[config.mk]
export PLATFORM = sky130hd
export DESIGN_NAME = dcc_channel_control
export DESIGN_NICKNAME = d
export VERILOG_FILES = /design/src/rtl/dcc_pkg.sv /design/src/rtl/dcc_channel_control.sv
export SDC_FILE = /design/constraint.sdc
export NUM_CORES = 1
export LEC_CHECK = 0
export BUFFER_PORTS_ARGS = -buffer_cell sky130_fd_sc_hd__buf_4
export CAP_MARGIN = 20
export CELL_PAD_IN_SITES_DETAIL_PLACEMENT = 0
export CELL_PAD_IN_SITES_GLOBAL_PLACEMENT = 1
export CORE_MARGIN = 1.5
export CORE_UTILIZATION = 43
export CTS_CLUSTER_DIAMETER = 100
export DETAILED_ROUTE_END_ITERATION = 16
export GPL_ROUTABILITY_DRIVEN = 0
export PLACE_DENSITY_LB_ADDON = 0.08
export SLEW_MARGIN = 20
export SYNTH_ARGS = -nofsm -noshare
export SYNTH_HDL_FRONTEND = slang
export SYNTH_SLANG_ARGS = --single-unit
[constraint.sdc]
create_clock -name clk -period 6.9 [get_ports clk]
set_clock_uncertainty 0.05 [all_clocks]
set_input_delay 1.035 -clock clk [delete_from_list [all_inputs] [get_ports clk]]
set_output_delay 1.035 -clock clk [all_outputs]
set_load 0.02 [all_outputs]
[src/rtl/dcc_pkg.sv]
package dcc_pkg;
   // ---------------------------------------------------------------
   // register byte addresses
   // ---------------------------------------------------------------
   localparam logic [3:0] addr_function_reg_one = 4'h0; // chip-wide control
   localparam logic [3:0] addr_chan0           = 4'h4; // channel 0 control
   localparam logic [3:0] addr_chan1           = 4'h8; // channel 1 control
   localparam logic [3:0] addr_update          = 4'hc; // write: i/o update; read: status

   // ---------------------------------------------------------------
   // function_reg_one fields
   // ---------------------------------------------------------------
   localparam int ppc_lsb   = 12;  // profile_pin_config bit 0
   localparam int ppc_msb   = 14;  // profile_pin_config bit 2
   localparam int rurd_lsb  = 0;   // ramp source, 2 bits
   localparam int level_lsb = 2;   // modulation level, 2 bits
   localparam int pd_clkin  = 4;   // clock input power-down
   localparam int pd_dacref = 5;   // dac reference power-down
   localparam int pd_sync   = 6;   // sync clock output disable
   localparam int pd_full   = 7;   // pin mode: 1 full, 0 quick recovery
   localparam int pa_clr    = 8;   // chip-wide phase accumulator clear
   localparam int pa_aclr   = 9;   // chip-wide phase auto-clear
   localparam int sw_clr    = 10;  // chip-wide sweep accumulator clear
   localparam int sw_aclr   = 11;  // chip-wide sweep auto-clear
   localparam logic [15:0] fr1_mask  = 16'h7fff; // implemented bits
   localparam logic [15:0] fr1_reset = 16'h0000; // ramp disabled, quick recovery

   // ---------------------------------------------------------------
   // channel register fields
   // ---------------------------------------------------------------
   localparam int ch_pd_dig  = 0;  // digital power-down
   localparam int ch_pd_dac  = 1;  // dac power-down
   localparam int ch_mod_lsb = 2;  // modulation type, 2 bits
   localparam int ch_sweep   = 4;  // linear sweep enable
   localparam int ch_nodwell = 5;  // no-dwell
   localparam int ch_ldsrr   = 6;  // reload sweep_ramp_rate on update
   localparam int ch_sw_clr  = 7;  // sweep accumulator clear
   localparam int ch_sw_aclr = 8;  // sweep auto-clear
   localparam int ch_pa_clr  = 9;  // phase accumulator clear
   localparam int ch_pa_aclr = 10; // phase auto-clear
   localparam int ch_match   = 11; // matched pipeline delay
   localparam int ch_fsc_lsb = 12; // dac full-scale select, 2 bits
   localparam int ch_sine    = 14; // 1 sine, 0 cosine
   localparam logic [15:0] ch_mask  = 16'h7fff; // implemented bits
   localparam logic [15:0] ch_reset = 16'h3000; // full scale, cosine, single tone

   // ---------------------------------------------------------------
   // encodings
   // ---------------------------------------------------------------
   localparam logic [1:0] rurd_off  = 2'h0; // ramp disabled
   localparam logic [1:0] rurd_p23  = 2'h1; // profile pins 2 and 3
   localparam logic [1:0] rurd_p3   = 2'h2; // profile pin 3
   localparam logic [1:0] rurd_sdio = 2'h3; // serial data pins 1 and 2
   localparam logic [1:0] mod_none  = 2'h0; // single tone
   localparam logic [1:0] mod_amp   = 2'h1; // amplitude
   localparam logic [1:0] mod_freq  = 2'h2; // frequency
   localparam logic [1:0] mod_phase = 2'h3; // phase
   localparam logic [1:0] fsc_full  = 2'h3; // full scale current
endpackage : dcc_pkg

[src/rtl/dcc_channel_control.sv]
`timescale 1ns/10ps
module dcc_channel_control #(
   parameter int                 nchan     = 2,          // channel count
   parameter logic [8*16-1:0]    ppc_table = 128'h0       // pin map per code
) (
   input  wire  logic        clk,               // 50 mhz clock
   input  wire  logic        reset,             // async, active high
   input  wire  logic [3:0]  avs_address,       // byte address
   input  wire  logic        avs_read,          // read strobe
   input  wire  logic        avs_write,         // write strobe
   input  wire  logic [31:0] avs_writedata,     // write data
   input  wire  logic [3:0]  avs_byteenable,    // byte lanes
   output logic [31:0]       avs_readdata,      // read data
   output logic              avs_waitrequest,   // stall
   input  wire  logic        io_update,         // i/o update pin
   input  wire  logic        pwr_down_pin,      // power-down request
   input  wire  logic [3:0]  profile_pins,      // profile pins 0..3
   input  wire  logic [3:1]  sdio_pins,         // serial data pins 1..3
   output logic [2:0]        profile_pin_config,// active pin config
   output logic [15:0]       pin_assign,        // decoded pin roles
   output logic [1:0]        amplitude_ramp_updown, // ramp source
   output logic [1:0]        ramp_ctl,          // ramp up/down requests
   output logic              ramp_enable,       // amplitude scaling allowed
   output logic [3:0]        mod_symbol,        // active symbol
   output logic [1:0]        mod_level,         // 2/4/8/16 levels
   output logic              pd_clock_input,    // clock input down
   output logic              pd_dac_ref,        // dac ref down
   output logic              pd_sync_clock_output, // sync clock out off
   output logic              pd_digital_all,    // digital logic down
   output logic              pd_analog_all,     // all functions down
   output logic [nchan-1:0]  ch_pd_digital,     // per channel digital down
   output logic [nchan-1:0]  ch_pd_dac,         // per channel dac down
   output logic [2*nchan-1:0] ch_mod_type,      // per channel mod type
   output logic [nchan-1:0]  ch_sweep_en,       // sweep enable
   output logic [nchan-1:0]  ch_no_dwell,       // no-dwell effective
   output logic [nchan-1:0]  ch_srr_reload,     // sweep timer reload pulse
   output logic [nchan-1:0]  ch_sweep_zero,     // sweep accumulator to zero
   output logic [nchan-1:0]  ch_phase_zero,     // phase accumulator to zero
   output logic [nchan-1:0]  ch_match_delay,    // matched delay effective
   output logic [2*nchan-1:0] ch_fsc_sel,       // dac full-scale select
   output logic [nchan-1:0]  ch_sine            // 1 sine, 0 cosine
);
   // ---------------------------------------------------------------
   // staging and active registers
   // ---------------------------------------------------------------
   logic [15:0] stage_fr1,  next_stage_fr1;      // staged chip control
   logic [15:0] act_fr1,    next_act_fr1;        // active chip control
   logic [15:0] stage_ch [nchan];                // staged channel control
   logic [15:0] next_stage_ch [nchan];           // next staged channel
   logic [15:0] act_ch [nchan];                  // active channel control
   logic [15:0] next_act_ch [nchan];             // next active channel
   logic        upd_req,    next_upd_req;        // software update pending
   logic        pend,       next_pend;           // staging written since last update
   logic [31:0] rdata,      next_rdata;          // read data register
   logic        wait_q,     next_wait_q;         // waitrequest register
   logic        upd;                             // update this cycle

   assign upd = io_update | upd_req;

   // merge byte lanes into a 16-bit register
   function automatic logic [15:0] merge(input logic [15:0] old, input logic [31:0] wd,
                                         input logic [3:0] be, input logic [15:0] msk);
      logic [15:0] r;
      r = old;
      if (be[0]) begin
         r[7:0] = wd[7:0];
      end
      if (be[1]) begin
         r[15:8] = wd[15:8];
      end
      return r & msk;
   endfunction : merge

   // ---------------------------------------------------------------
   // bus slave: one wait cycle, answer on second cycle
   // ---------------------------------------------------------------
   // next values of bus and register state
   always_comb begin
      logic acc;
      acc             = (avs_read | avs_write) & wait_q;
      next_wait_q     = 1'b1;
      next_rdata      = rdata;
      next_stage_fr1  = stage_fr1;
      next_act_fr1    = act_fr1;
      next_upd_req    = 1'b0;
      next_pend       = pend;
      for (int i = 0; i < nchan; i++) begin
         next_stage_ch[i] = stage_ch[i];
         next_act_ch[i]   = act_ch[i];
      end
      if (acc) begin
         next_wait_q = 1'b0; // release the master next edge
      end
      if (acc & avs_write) begin
         // writes land in staging only
         unique case (avs_address)
            dcc_pkg::addr_function_reg_one: begin
               next_stage_fr1 = merge(stage_fr1, avs_writedata, avs_byteenable,
                                      dcc_pkg::fr1_mask);
               next_pend = 1'b1;
            end
            dcc_pkg::addr_chan0: begin
               next_stage_ch[0] = merge(stage_ch[0], avs_writedata, avs_byteenable,
                                        dcc_pkg::ch_mask);
               next_pend = 1'b1;
            end
            dcc_pkg::addr_chan1: begin
               next_stage_ch[1] = merge(stage_ch[1], avs_writedata, avs_byteenable,
                                        dcc_pkg::ch_mask);
               next_pend = 1'b1;
            end
            dcc_pkg::addr_update: begin
               next_upd_req = avs_writedata[0] & avs_byteenable[0];
            end
            default: begin
            end
         endcase
      end
      if (acc & avs_read) begin
         unique case (avs_address)
            dcc_pkg::addr_function_reg_one: next_rdata = {16'h0000, stage_fr1};
            dcc_pkg::addr_chan0:            next_rdata = {16'h0000, stage_ch[0]};
            dcc_pkg::addr_chan1:            next_rdata = {16'h0000, stage_ch[1]};
            dcc_pkg::addr_update:           next_rdata = {30'h0, pwr_down_pin, pend};
            default:                        next_rdata = 32'h0000_0000;
         endcase
      end
      if (upd) begin
         // transfer staging to active on i/o update
         next_act_fr1 = stage_fr1;
         for (int i = 0; i < nchan; i++) begin
            next_act_ch[i] = stage_ch[i];
         end
         next_pend = acc & avs_write & (avs_address != dcc_pkg::addr_update);
      end
   end

   // register bus and configuration state
   always_ff @(posedge clk or posedge reset) begin
      if (reset) begin
         wait_q    <= 1'b1;
         rdata     <= 32'h0000_0000;
         stage_fr1 <= dcc_pkg::fr1_reset;
         act_fr1   <= dcc_pkg::fr1_reset;
         upd_req   <= 1'b0;
         pend      <= 1'b0;
         for (int i = 0; i < nchan; i++) begin
            stage_ch[i] <= dcc_pkg::ch_reset;
            act_ch[i]   <= dcc_pkg::ch_reset;
         end
      end else begin
         wait_q    <= next_wait_q;
         rdata     <= next_rdata;
         stage_fr1 <= next_stage_fr1;
         act_fr1   <= next_act_fr1;
         upd_req   <= next_upd_req;
         pend      <= next_pend;
         for (int i = 0; i < nchan; i++) begin
            stage_ch[i] <= next_stage_ch[i];
            act_ch[i]   <= next_act_ch[i];
         end
      end
   end

   assign avs_readdata    = rdata;
   assign avs_waitrequest = wait_q;

   // ---------------------------------------------------------------
   // chip-wide outputs
   // ---------------------------------------------------------------
   logic [1:0] src;                                  // active ramp source
   logic [1:0] next_ramp_ctl;                        // ramp pins by source
   assign src = act_fr1[dcc_pkg::rurd_lsb +: 2];

   // route ramp control from the selected pins
   always_comb begin
      unique case (src)
         dcc_pkg::rurd_p23:  next_ramp_ctl = profile_pins[3:2];
         dcc_pkg::rurd_p3:   next_ramp_ctl = {1'b0, profile_pins[3]};
         dcc_pkg::rurd_sdio: next_ramp_ctl = sdio_pins[2:1];
         default:            next_ramp_ctl = 2'h0;
      endcase
   end

   // chip-wide output registers
   always_ff @(posedge clk or posedge reset) begin
      if (reset) begin
         profile_pin_config    <= 3'h0;
         pin_assign            <= 16'h0000;
         amplitude_ramp_updown <= dcc_pkg::rurd_off;
         ramp_ctl              <= 2'h0;
         ramp_enable           <= 1'b0;
         mod_symbol            <= 4'h0;
         mod_level             <= 2'h0;
         pd_clock_input        <= 1'b0;
         pd_dac_ref            <= 1'b0;
         pd_sync_clock_output  <= 1'b0;
         pd_digital_all        <= 1'b0;
         pd_analog_all         <= 1'b0;
      end else begin
         profile_pin_config    <= act_fr1[dcc_pkg::ppc_msb:dcc_pkg::ppc_lsb];
         pin_assign            <= ppc_table[16*act_fr1[dcc_pkg::ppc_msb:dcc_pkg::ppc_lsb] +: 16];
         amplitude_ramp_updown <= src;
         ramp_ctl              <= next_ramp_ctl;
         ramp_enable           <= (src != dcc_pkg::rurd_off);
         mod_level             <= act_fr1[dcc_pkg::level_lsb +: 2];
         mod_symbol            <= profile_pins;
         pd_clock_input        <= act_fr1[dcc_pkg::pd_clkin];
         pd_dac_ref            <= act_fr1[dcc_pkg::pd_dacref];
         pd_sync_clock_output  <= act_fr1[dcc_pkg::pd_sync];
         pd_digital_all        <= pwr_down_pin;
         pd_analog_all         <= pwr_down_pin & act_fr1[dcc_pkg::pd_full];
      end
   end

   // ---------------------------------------------------------------
   // per-channel outputs
   // ---------------------------------------------------------------
   logic [nchan-1:0] upd_d;  // update seen last cycle, for auto-clear
   always_ff @(posedge clk or posedge reset) begin
      if (reset) begin
         upd_d <= '0;
      end else begin
         upd_d <= {nchan{upd}};
      end
   end

   for (genvar c = 0; c < nchan; c++) begin : g_ch
      logic [15:0] r;  // active channel word
      logic        sz;  // sweep zero request
      logic        pz;  // phase zero request
      assign r  = act_ch[c];
      // clear holds zero; auto-clear zeroes for one cycle after update
      assign sz = r[dcc_pkg::ch_sw_clr] | act_fr1[dcc_pkg::sw_clr] |
                  (upd_d[c] & (r[dcc_pkg::ch_sw_aclr] | act_fr1[dcc_pkg::sw_aclr]));
      assign pz = r[dcc_pkg::ch_pa_clr] | act_fr1[dcc_pkg::pa_clr] |
                  (upd_d[c] & (r[dcc_pkg::ch_pa_aclr] | act_fr1[dcc_pkg::pa_aclr]));
      // channel output registers
      always_ff @(posedge clk or posedge reset) begin
         if (reset) begin
            ch_pd_digital[c]     <= 1'b0;
            ch_pd_dac[c]         <= 1'b0;
            ch_mod_type[2*c +: 2] <= dcc_pkg::mod_none;
            ch_sweep_en[c]       <= 1'b0;
            ch_no_dwell[c]       <= 1'b0;
            ch_srr_reload[c]     <= 1'b0;
            ch_sweep_zero[c]     <= 1'b0;
            ch_phase_zero[c]     <= 1'b0;
            ch_match_delay[c]    <= 1'b0;
            ch_fsc_sel[2*c +: 2] <= dcc_pkg::fsc_full;
            ch_sine[c]           <= 1'b0;
         end else begin
            ch_pd_digital[c]     <= r[dcc_pkg::ch_pd_dig];
            ch_pd_dac[c]         <= r[dcc_pkg::ch_pd_dac];
            ch_mod_type[2*c +: 2] <= r[dcc_pkg::ch_mod_lsb +: 2];
            ch_sweep_en[c]       <= r[dcc_pkg::ch_sweep];
            ch_no_dwell[c]       <= r[dcc_pkg::ch_sweep] & r[dcc_pkg::ch_nodwell];
            ch_srr_reload[c]     <= upd & stage_ch[c][dcc_pkg::ch_ldsrr];
            ch_sweep_zero[c]     <= sz;
            ch_phase_zero[c]     <= pz;
            ch_match_delay[c]    <= r[dcc_pkg::ch_match] &
                                    (r[dcc_pkg::ch_mod_lsb +: 2] == dcc_pkg::mod_none) &
                                    ~r[dcc_pkg::ch_sweep];
            ch_fsc_sel[2*c +: 2] <= r[dcc_pkg::ch_fsc_lsb +: 2];
            ch_sine[c]           <= r[dcc_pkg::ch_sine];
         end
      end
   end
endmodule : dcc_channel_control

======== After elaboration in Yosys (flattened, before gate mapping) ========
Index checks and enable logic that the tools add are counted.
word-level totals
  register bits after elaboration ......... 187
  bits of input ports ..................... 53
  output and inout port bits .............. 94
  logic and storage cells ................. 112
operators by class
  equality and inequality tests ........... 7
  shifts and indexed selects .............. 1
  mux-type cells .......................... 8
  bitwise logic cells ..................... 34
  reduce and logical (&&, ||, !) cells .... 14
operators by type and width
  kind                       number
  $shiftx 128x8->16 const A  1
  $pmux 15 s4                1
  $and 1x1->1                18
  $reduce_and 3->1           6
  $or 1x1->1                 14
  $eq 4x4->1 const B         2
  $mux 1                     6
  $pmux 2 s3                 1
  $reduce_bool 2->1          3
  $eq 2x2->1 const B         2
  $eq 4x3->1 const B         1
  $logic_not 2->1            2
  $logic_not 4->1            1
  $ne 4x4->1 const B         1
  $reduce_or 3->1            1
  $eq 2x1->1 const B         1
  $not 1->1                  2
  $reduce_and 2->1           1

======== Depth between registers and ports, before layout ========
  depth after elaboration ................. 5
  depth in mapped cells ................... 5
  depth with buffers taken out ............ 3

======== Least setup slack after synthesis ========
OpenSTA, ideal clock, no wires.
  path kind ............................... input -> register
  start ................................... in avs_address[2]
  end ..................................... reg stage_fr1[0]
  setup time .............................. 0.125 ns
  arrival time ............................ 2.088 ns
  data required time ...................... 6.725 ns
  path slack .............................. 4.637 ns
  stages .................................. 4
  buffers on the path ..................... 1
  cell sequence ........................... nor4_4 -> and2_1 -> buf_6 -> mux2_2
between the ends
  word-level cells in the longest chain between the ends .. 2
ends and longest elaborated chain
  what                               line                        RTL
  start, declared                    dcc_channel_control.sv:8    input wire logic [3:0] avs_address,
  $logic_not 4->1                    dcc_channel_control.sv:96   unique case (avs_address)
  $reduce_and 3->1 (no source line)  --
  end signal, assigned               dcc_channel_control.sv:143  stage_fr1 <= dcc_pkg::fr1_reset;
  end signal, assigned               dcc_channel_control.sv:154  stage_fr1 <= next_stage_fr1;
  end, declared                      dcc_channel_control.sv:46   logic [15:0] stage_fr1, next_stage_fr1;
Every way passes these cells.
A chain may end at the register's enable or synchronous reset.

======== Worst setup path after layout ========
  start ................................... in avs_address[3]
  end ..................................... reg stage_fr1[2]
Same word-level chain as after synthesis.

==> summary.log <==
INFO  timing         setup-violations-final=0
INFO  route          vias_per_cell=4.91
INFO  place          postPlaceCellArea=6620um^2
INFO  die            ioPinCount=147
INFO  grt            gr-usage-all-layers=0.178
INFO  clock_network  insertion_delay=0.42ns
INFO  route          routed_wire_length=11.9mm
INFO  synth          ffs_latches_synth=152
INFO  cells_and_area layout-drive-gt1-share=0.456
INFO  synth          yosysUniqueCellTypes=32
INFO  route          drt_pass1_iterations=6
INFO  route          routed-wl-met2=5.86mm
INFO  run_status     run_status=complete, no violations
INFO  grt            vias_in_the_first_global_route=3,472
INFO  clock_network  clkSinkCount=152
INFO  pwr            pwr-share-comb=0.150
INFO  route          vias=3,391
INFO  cells_and_area multi_input_area=1850um^2
INFO  timing         worst_slew_pin_slew=1.02ns
INFO  cells_and_area layout.core_utilization=0.540
INFO  route          drt.antenna.violating_nets=0
INFO  die            floorplan.die.height=120um
INFO  timing         final.min_clock_period=2.75ns
INFO  clock_network  cts_setup_buffers=0
INFO  timing         tns=0ns
INFO  synth          netlist.top_cell.by_area=sky130_fd_sc_hd__dfrtp_1
INFO  synth          synth_cells=404
INFO  grt            antenna_found_initial=0
INFO  critical_path  critical_path.startpoint_type=input port
INFO  synth          synth_ff_type=sky130_fd_sc_hd__dfrtp_1
INFO  route          wire_per_inst=17.2um
INFO  critical_path  timing.critical_path.from=avs_address[3]
INFO  synth          synth.area.top_cells=sky130_fd_sc_hd__dfrtp_1 (59%), sky130_fd_sc_hd__mux2_2 (18%), sky130_fd_sc_hd__dfstp_2 (5.8%), sky130_fd_sc_hd__buf_4 (4.6%), sky130_fd_sc_hd__nand2_1 (1.4%)
INFO  critical_path  crit_required=7.15ns
INFO  critical_path  r2r_start=avs_waitrequest
INFO  cells_and_area final_area=7180um^2
INFO  route          drc=0
INFO  synth          netlist.area_leader.share=0.591
INFO  clock_network  cts.repair.resized=0
INFO  pwr            switching_share=0.252
INFO  synth          count_of_flip_flops_with_a_built_in_enable_after_synthesis=0
INFO  hold_path      min_path_type=reg -> reg
INFO  route          wirelength_met1=5.26mm
INFO  pwr            leakage_power_summed_over_all_cells=3.52nW
INFO  clock_network  htreeDepth=4
INFO  pwr            p_int=0.00176W
INFO  hold_path      hold_path_startpoint=g_ch[1].r[13]
INFO  place          numPortBuffers=93
INFO  cells_and_area area.sequential=3820um^2
INFO  clock_network  cts-root-to-sink-buffers=2
INFO  timing         maxClockFrequency=0.364GHz
INFO  timing         grt_setup_unrepaired=false
INFO  critical_path  critical_path_class=in -> reg
INFO  critical_path  timing.critical_path.fanout_max=14
INFO  cells_and_area nNetsFinal=555
INFO  route          drt-initial-drc-count=122
INFO  route          highest-signal-layer=met4
INFO  cells_and_area layout.filler_cells=1,136
INFO  timing         final_hold_viol_count=0
INFO  die            die_w=120um
INFO  synth          synth.avg_cell_area=14.6um^2
INFO  die            fp-row-count=42
INFO  synth          ys_warn_count=0
INFO  die            initial_utilization=0.443
INFO  pwr            seq_power_share=0.478
INFO  clock_network  cts-root-buf=sky130_fd_sc_hd__clkbuf_16
INFO  job            max_cap_violations=0
INFO  synth          ys_seq_area_frac=0.649
INFO  grt            globalRoute.totalOverflow=0
INFO  die            die-area=14,400um^2
INFO  pwr            clock_power_share=0.372
INFO  cells_and_area layout-area-overhead-vs-synth=22.0%
INFO  clock_network  tritoncts=built
INFO  timing         final.period_utilization=0.398
INFO  grt            grt_pass1_wl=19.1mm
INFO  cells_and_area n_antenna_cell=0
INFO  synth          ys_async_sr_fraction=1.00
INFO  pwr            power_density=327nW/um^2
INFO  pwr            peakVddDrop=0.000164V
INFO  route          sum_of_met3_wire_segment_lengths_after_detailed_routing=545um
INFO  critical_path  worst_ep_arrival_time=3.00ns
INFO  timing         timing.max_slew.rel_slack=0.317
INFO  synth          syn-cell-area=5890um^2
INFO  clock_network  cts_hold_buf=0
INFO  timing         timing.final.max_slew_violations=0
INFO  critical_path  critical_path.endpoint_type=flop
INFO  clock_network  worst_setup_hold_path_clk_slew=0.05ns
INFO  grt            largest_net_degree_at_the_start_of_global_routing=88
INFO  die            core-area=13,300um^2
INFO  place          hpwl=7.53mm
INFO  clock_network  cts-buffers-inserted=17
INFO  pwr            psw=0.000592W
[layout by cell type (no fill, tap or decap), types with 5 or more instances in the layout]
master / Yosys / routed
sky130_fd_sc_hd__clkbuf_8: 0 / 5
sky130_fd_sc_hd__a221oi_1: 6 / 6
sky130_fd_sc_hd__nor2b_1: 5 / 5
sky130_fd_sc_hd__a22oi_1: 5 / 5
sky130_fd_sc_hd__clkbuf_1: 3 / 7
sky130_fd_sc_hd__dfstp_2: 13 / 13
sky130_fd_sc_hd__clkbuf_16: 0 / 17
sky130_fd_sc_hd__a21oi_1: 15 / 15
sky130_fd_sc_hd__o21ai_0: 15 / 15
sky130_fd_sc_hd__nor2_1: 6 / 5
sky130_fd_sc_hd__buf_4: 36 / 96
sky130_fd_sc_hd__mux2_2: 93 / 93
sky130_fd_sc_hd__and2_1: 7 / 7
sky130_fd_sc_hd__conb_1: 1 / 33
sky130_fd_sc_hd__nand2_1: 22 / 22
sky130_fd_sc_hd__dfrtp_1: 139 / 139
[layout make-up]
class	instances	area share
Clock buffer	29	0.0725
Clock inverter	3	0.00558
Inverter	2	0.00174
Multi-Input combinational cell	233	0.257
Sequential cell	152	0.532
Tap cell	176	0.0307
Timing Repair Buffer	96	0.100
[power groups by stage]
| stage | registers [W] | clock network [W] | logic [W] |
|---|---|---|---|
| 4_1_cts | 0.00112 | 0.000894 | 0.000360 |
| 3_3_place_gp | 0.00113 | 0 | 0.000354 |
| 3_5_place_dp | 0.00114 | 0 | 0.000359 |
| 5_1_grt | 0.00114 | 0.000934 | 0.000382 |
| 6_report | 0.00112 | 0.000874 | 0.000353 |
| 2_1_floorplan | 0.00118 | 0 | 0.000176 |
[cells in the mapped netlist (3+ instances only)]
cell,n
sky130_fd_sc_hd__a32o_1,3
sky130_fd_sc_hd__nand2_1,22
sky130_fd_sc_hd__dfrtp_1,139
sky130_fd_sc_hd__mux2i_1,3
sky130_fd_sc_hd__a22oi_1,5
sky130_fd_sc_hd__nor2b_1,5
sky130_fd_sc_hd__and2_1,7
sky130_fd_sc_hd__and3_1,3
sky130_fd_sc_hd__mux2_2,93
sky130_fd_sc_hd__dfstp_2,13
sky130_fd_sc_hd__clkbuf_1,3
sky130_fd_sc_hd__o21ai_0,15
sky130_fd_sc_hd__nor2_1,6
sky130_fd_sc_hd__buf_4,36
sky130_fd_sc_hd__buf_2,6
sky130_fd_sc_hd__a21oi_1,15
sky130_fd_sc_hd__a221oi_1,6
[routing by layer]
metal / up-vias / track usage
li1: 1549 / -
met5: - / 0
met2: 85 / 0.279
met1: 1738 / 0.234
met4: 0 / 0.0737
met3: 19 / 0.0499
[state kept, by name, summed over array words and instances, names as in the netlist, 3 cells and up]
register / count
stage_fr1: 15
ch_mod_type: 4
act_fr1: 15
ch_fsc_sel: 4
g_ch.r: 28
avs_readdata: 15
stage_ch: 30
mod_symbol: 4
profile_pin_config: 3
[per-stage QoR]
step,cells,power [W],setup slack [ns],hold slack [ns]
after detailed placement,659,0.00150,3.68,0.306
after floorplan,436,0.00136,1.74,0.299
final,691,0.00235,4.15,0.314
after global placement,659,0.00149,3.73,0.305
after global routing,691,0.00246,4.08,0.319
after CTS,691,0.00238,4.15,0.314
[kinds of logic (layout without fill, tap and decap cells)]
family          count (synthesis)  in the layout  share of synthesized area
other cells                     1             33                   0.000637
simple gates                   57             57                     0.0572
mux                            97             97                      0.185
flops                         152            152                      0.649
compound gates                 46             46                     0.0493
buf+inv                        51            130                     0.0593
[critical path, stage by stage]
cell	delay, ns
sky130_fd_sc_hd__buf_4	0.19
sky130_fd_sc_hd__nor4_4	0.74
sky130_fd_sc_hd__and2_1	0.63
sky130_fd_sc_hd__mux2_2	0.40
[final timing paths]
check,to,slack (ns),cells past startpoint
setup / recovery,stage_fr1[2],4.15,4
hold / removal,ch_fsc_sel[3],0.31,0
setup reg to reg,stage_fr1[2],4.94,3
hold reg to reg,ch_fsc_sel[3],0.31,0
max in group asynchronous,act_fr1[12],4.75,3
min in group asynchronous,stage_fr1[12],0.70,2
Note: power is estimated with default switching activity, not from simulation.
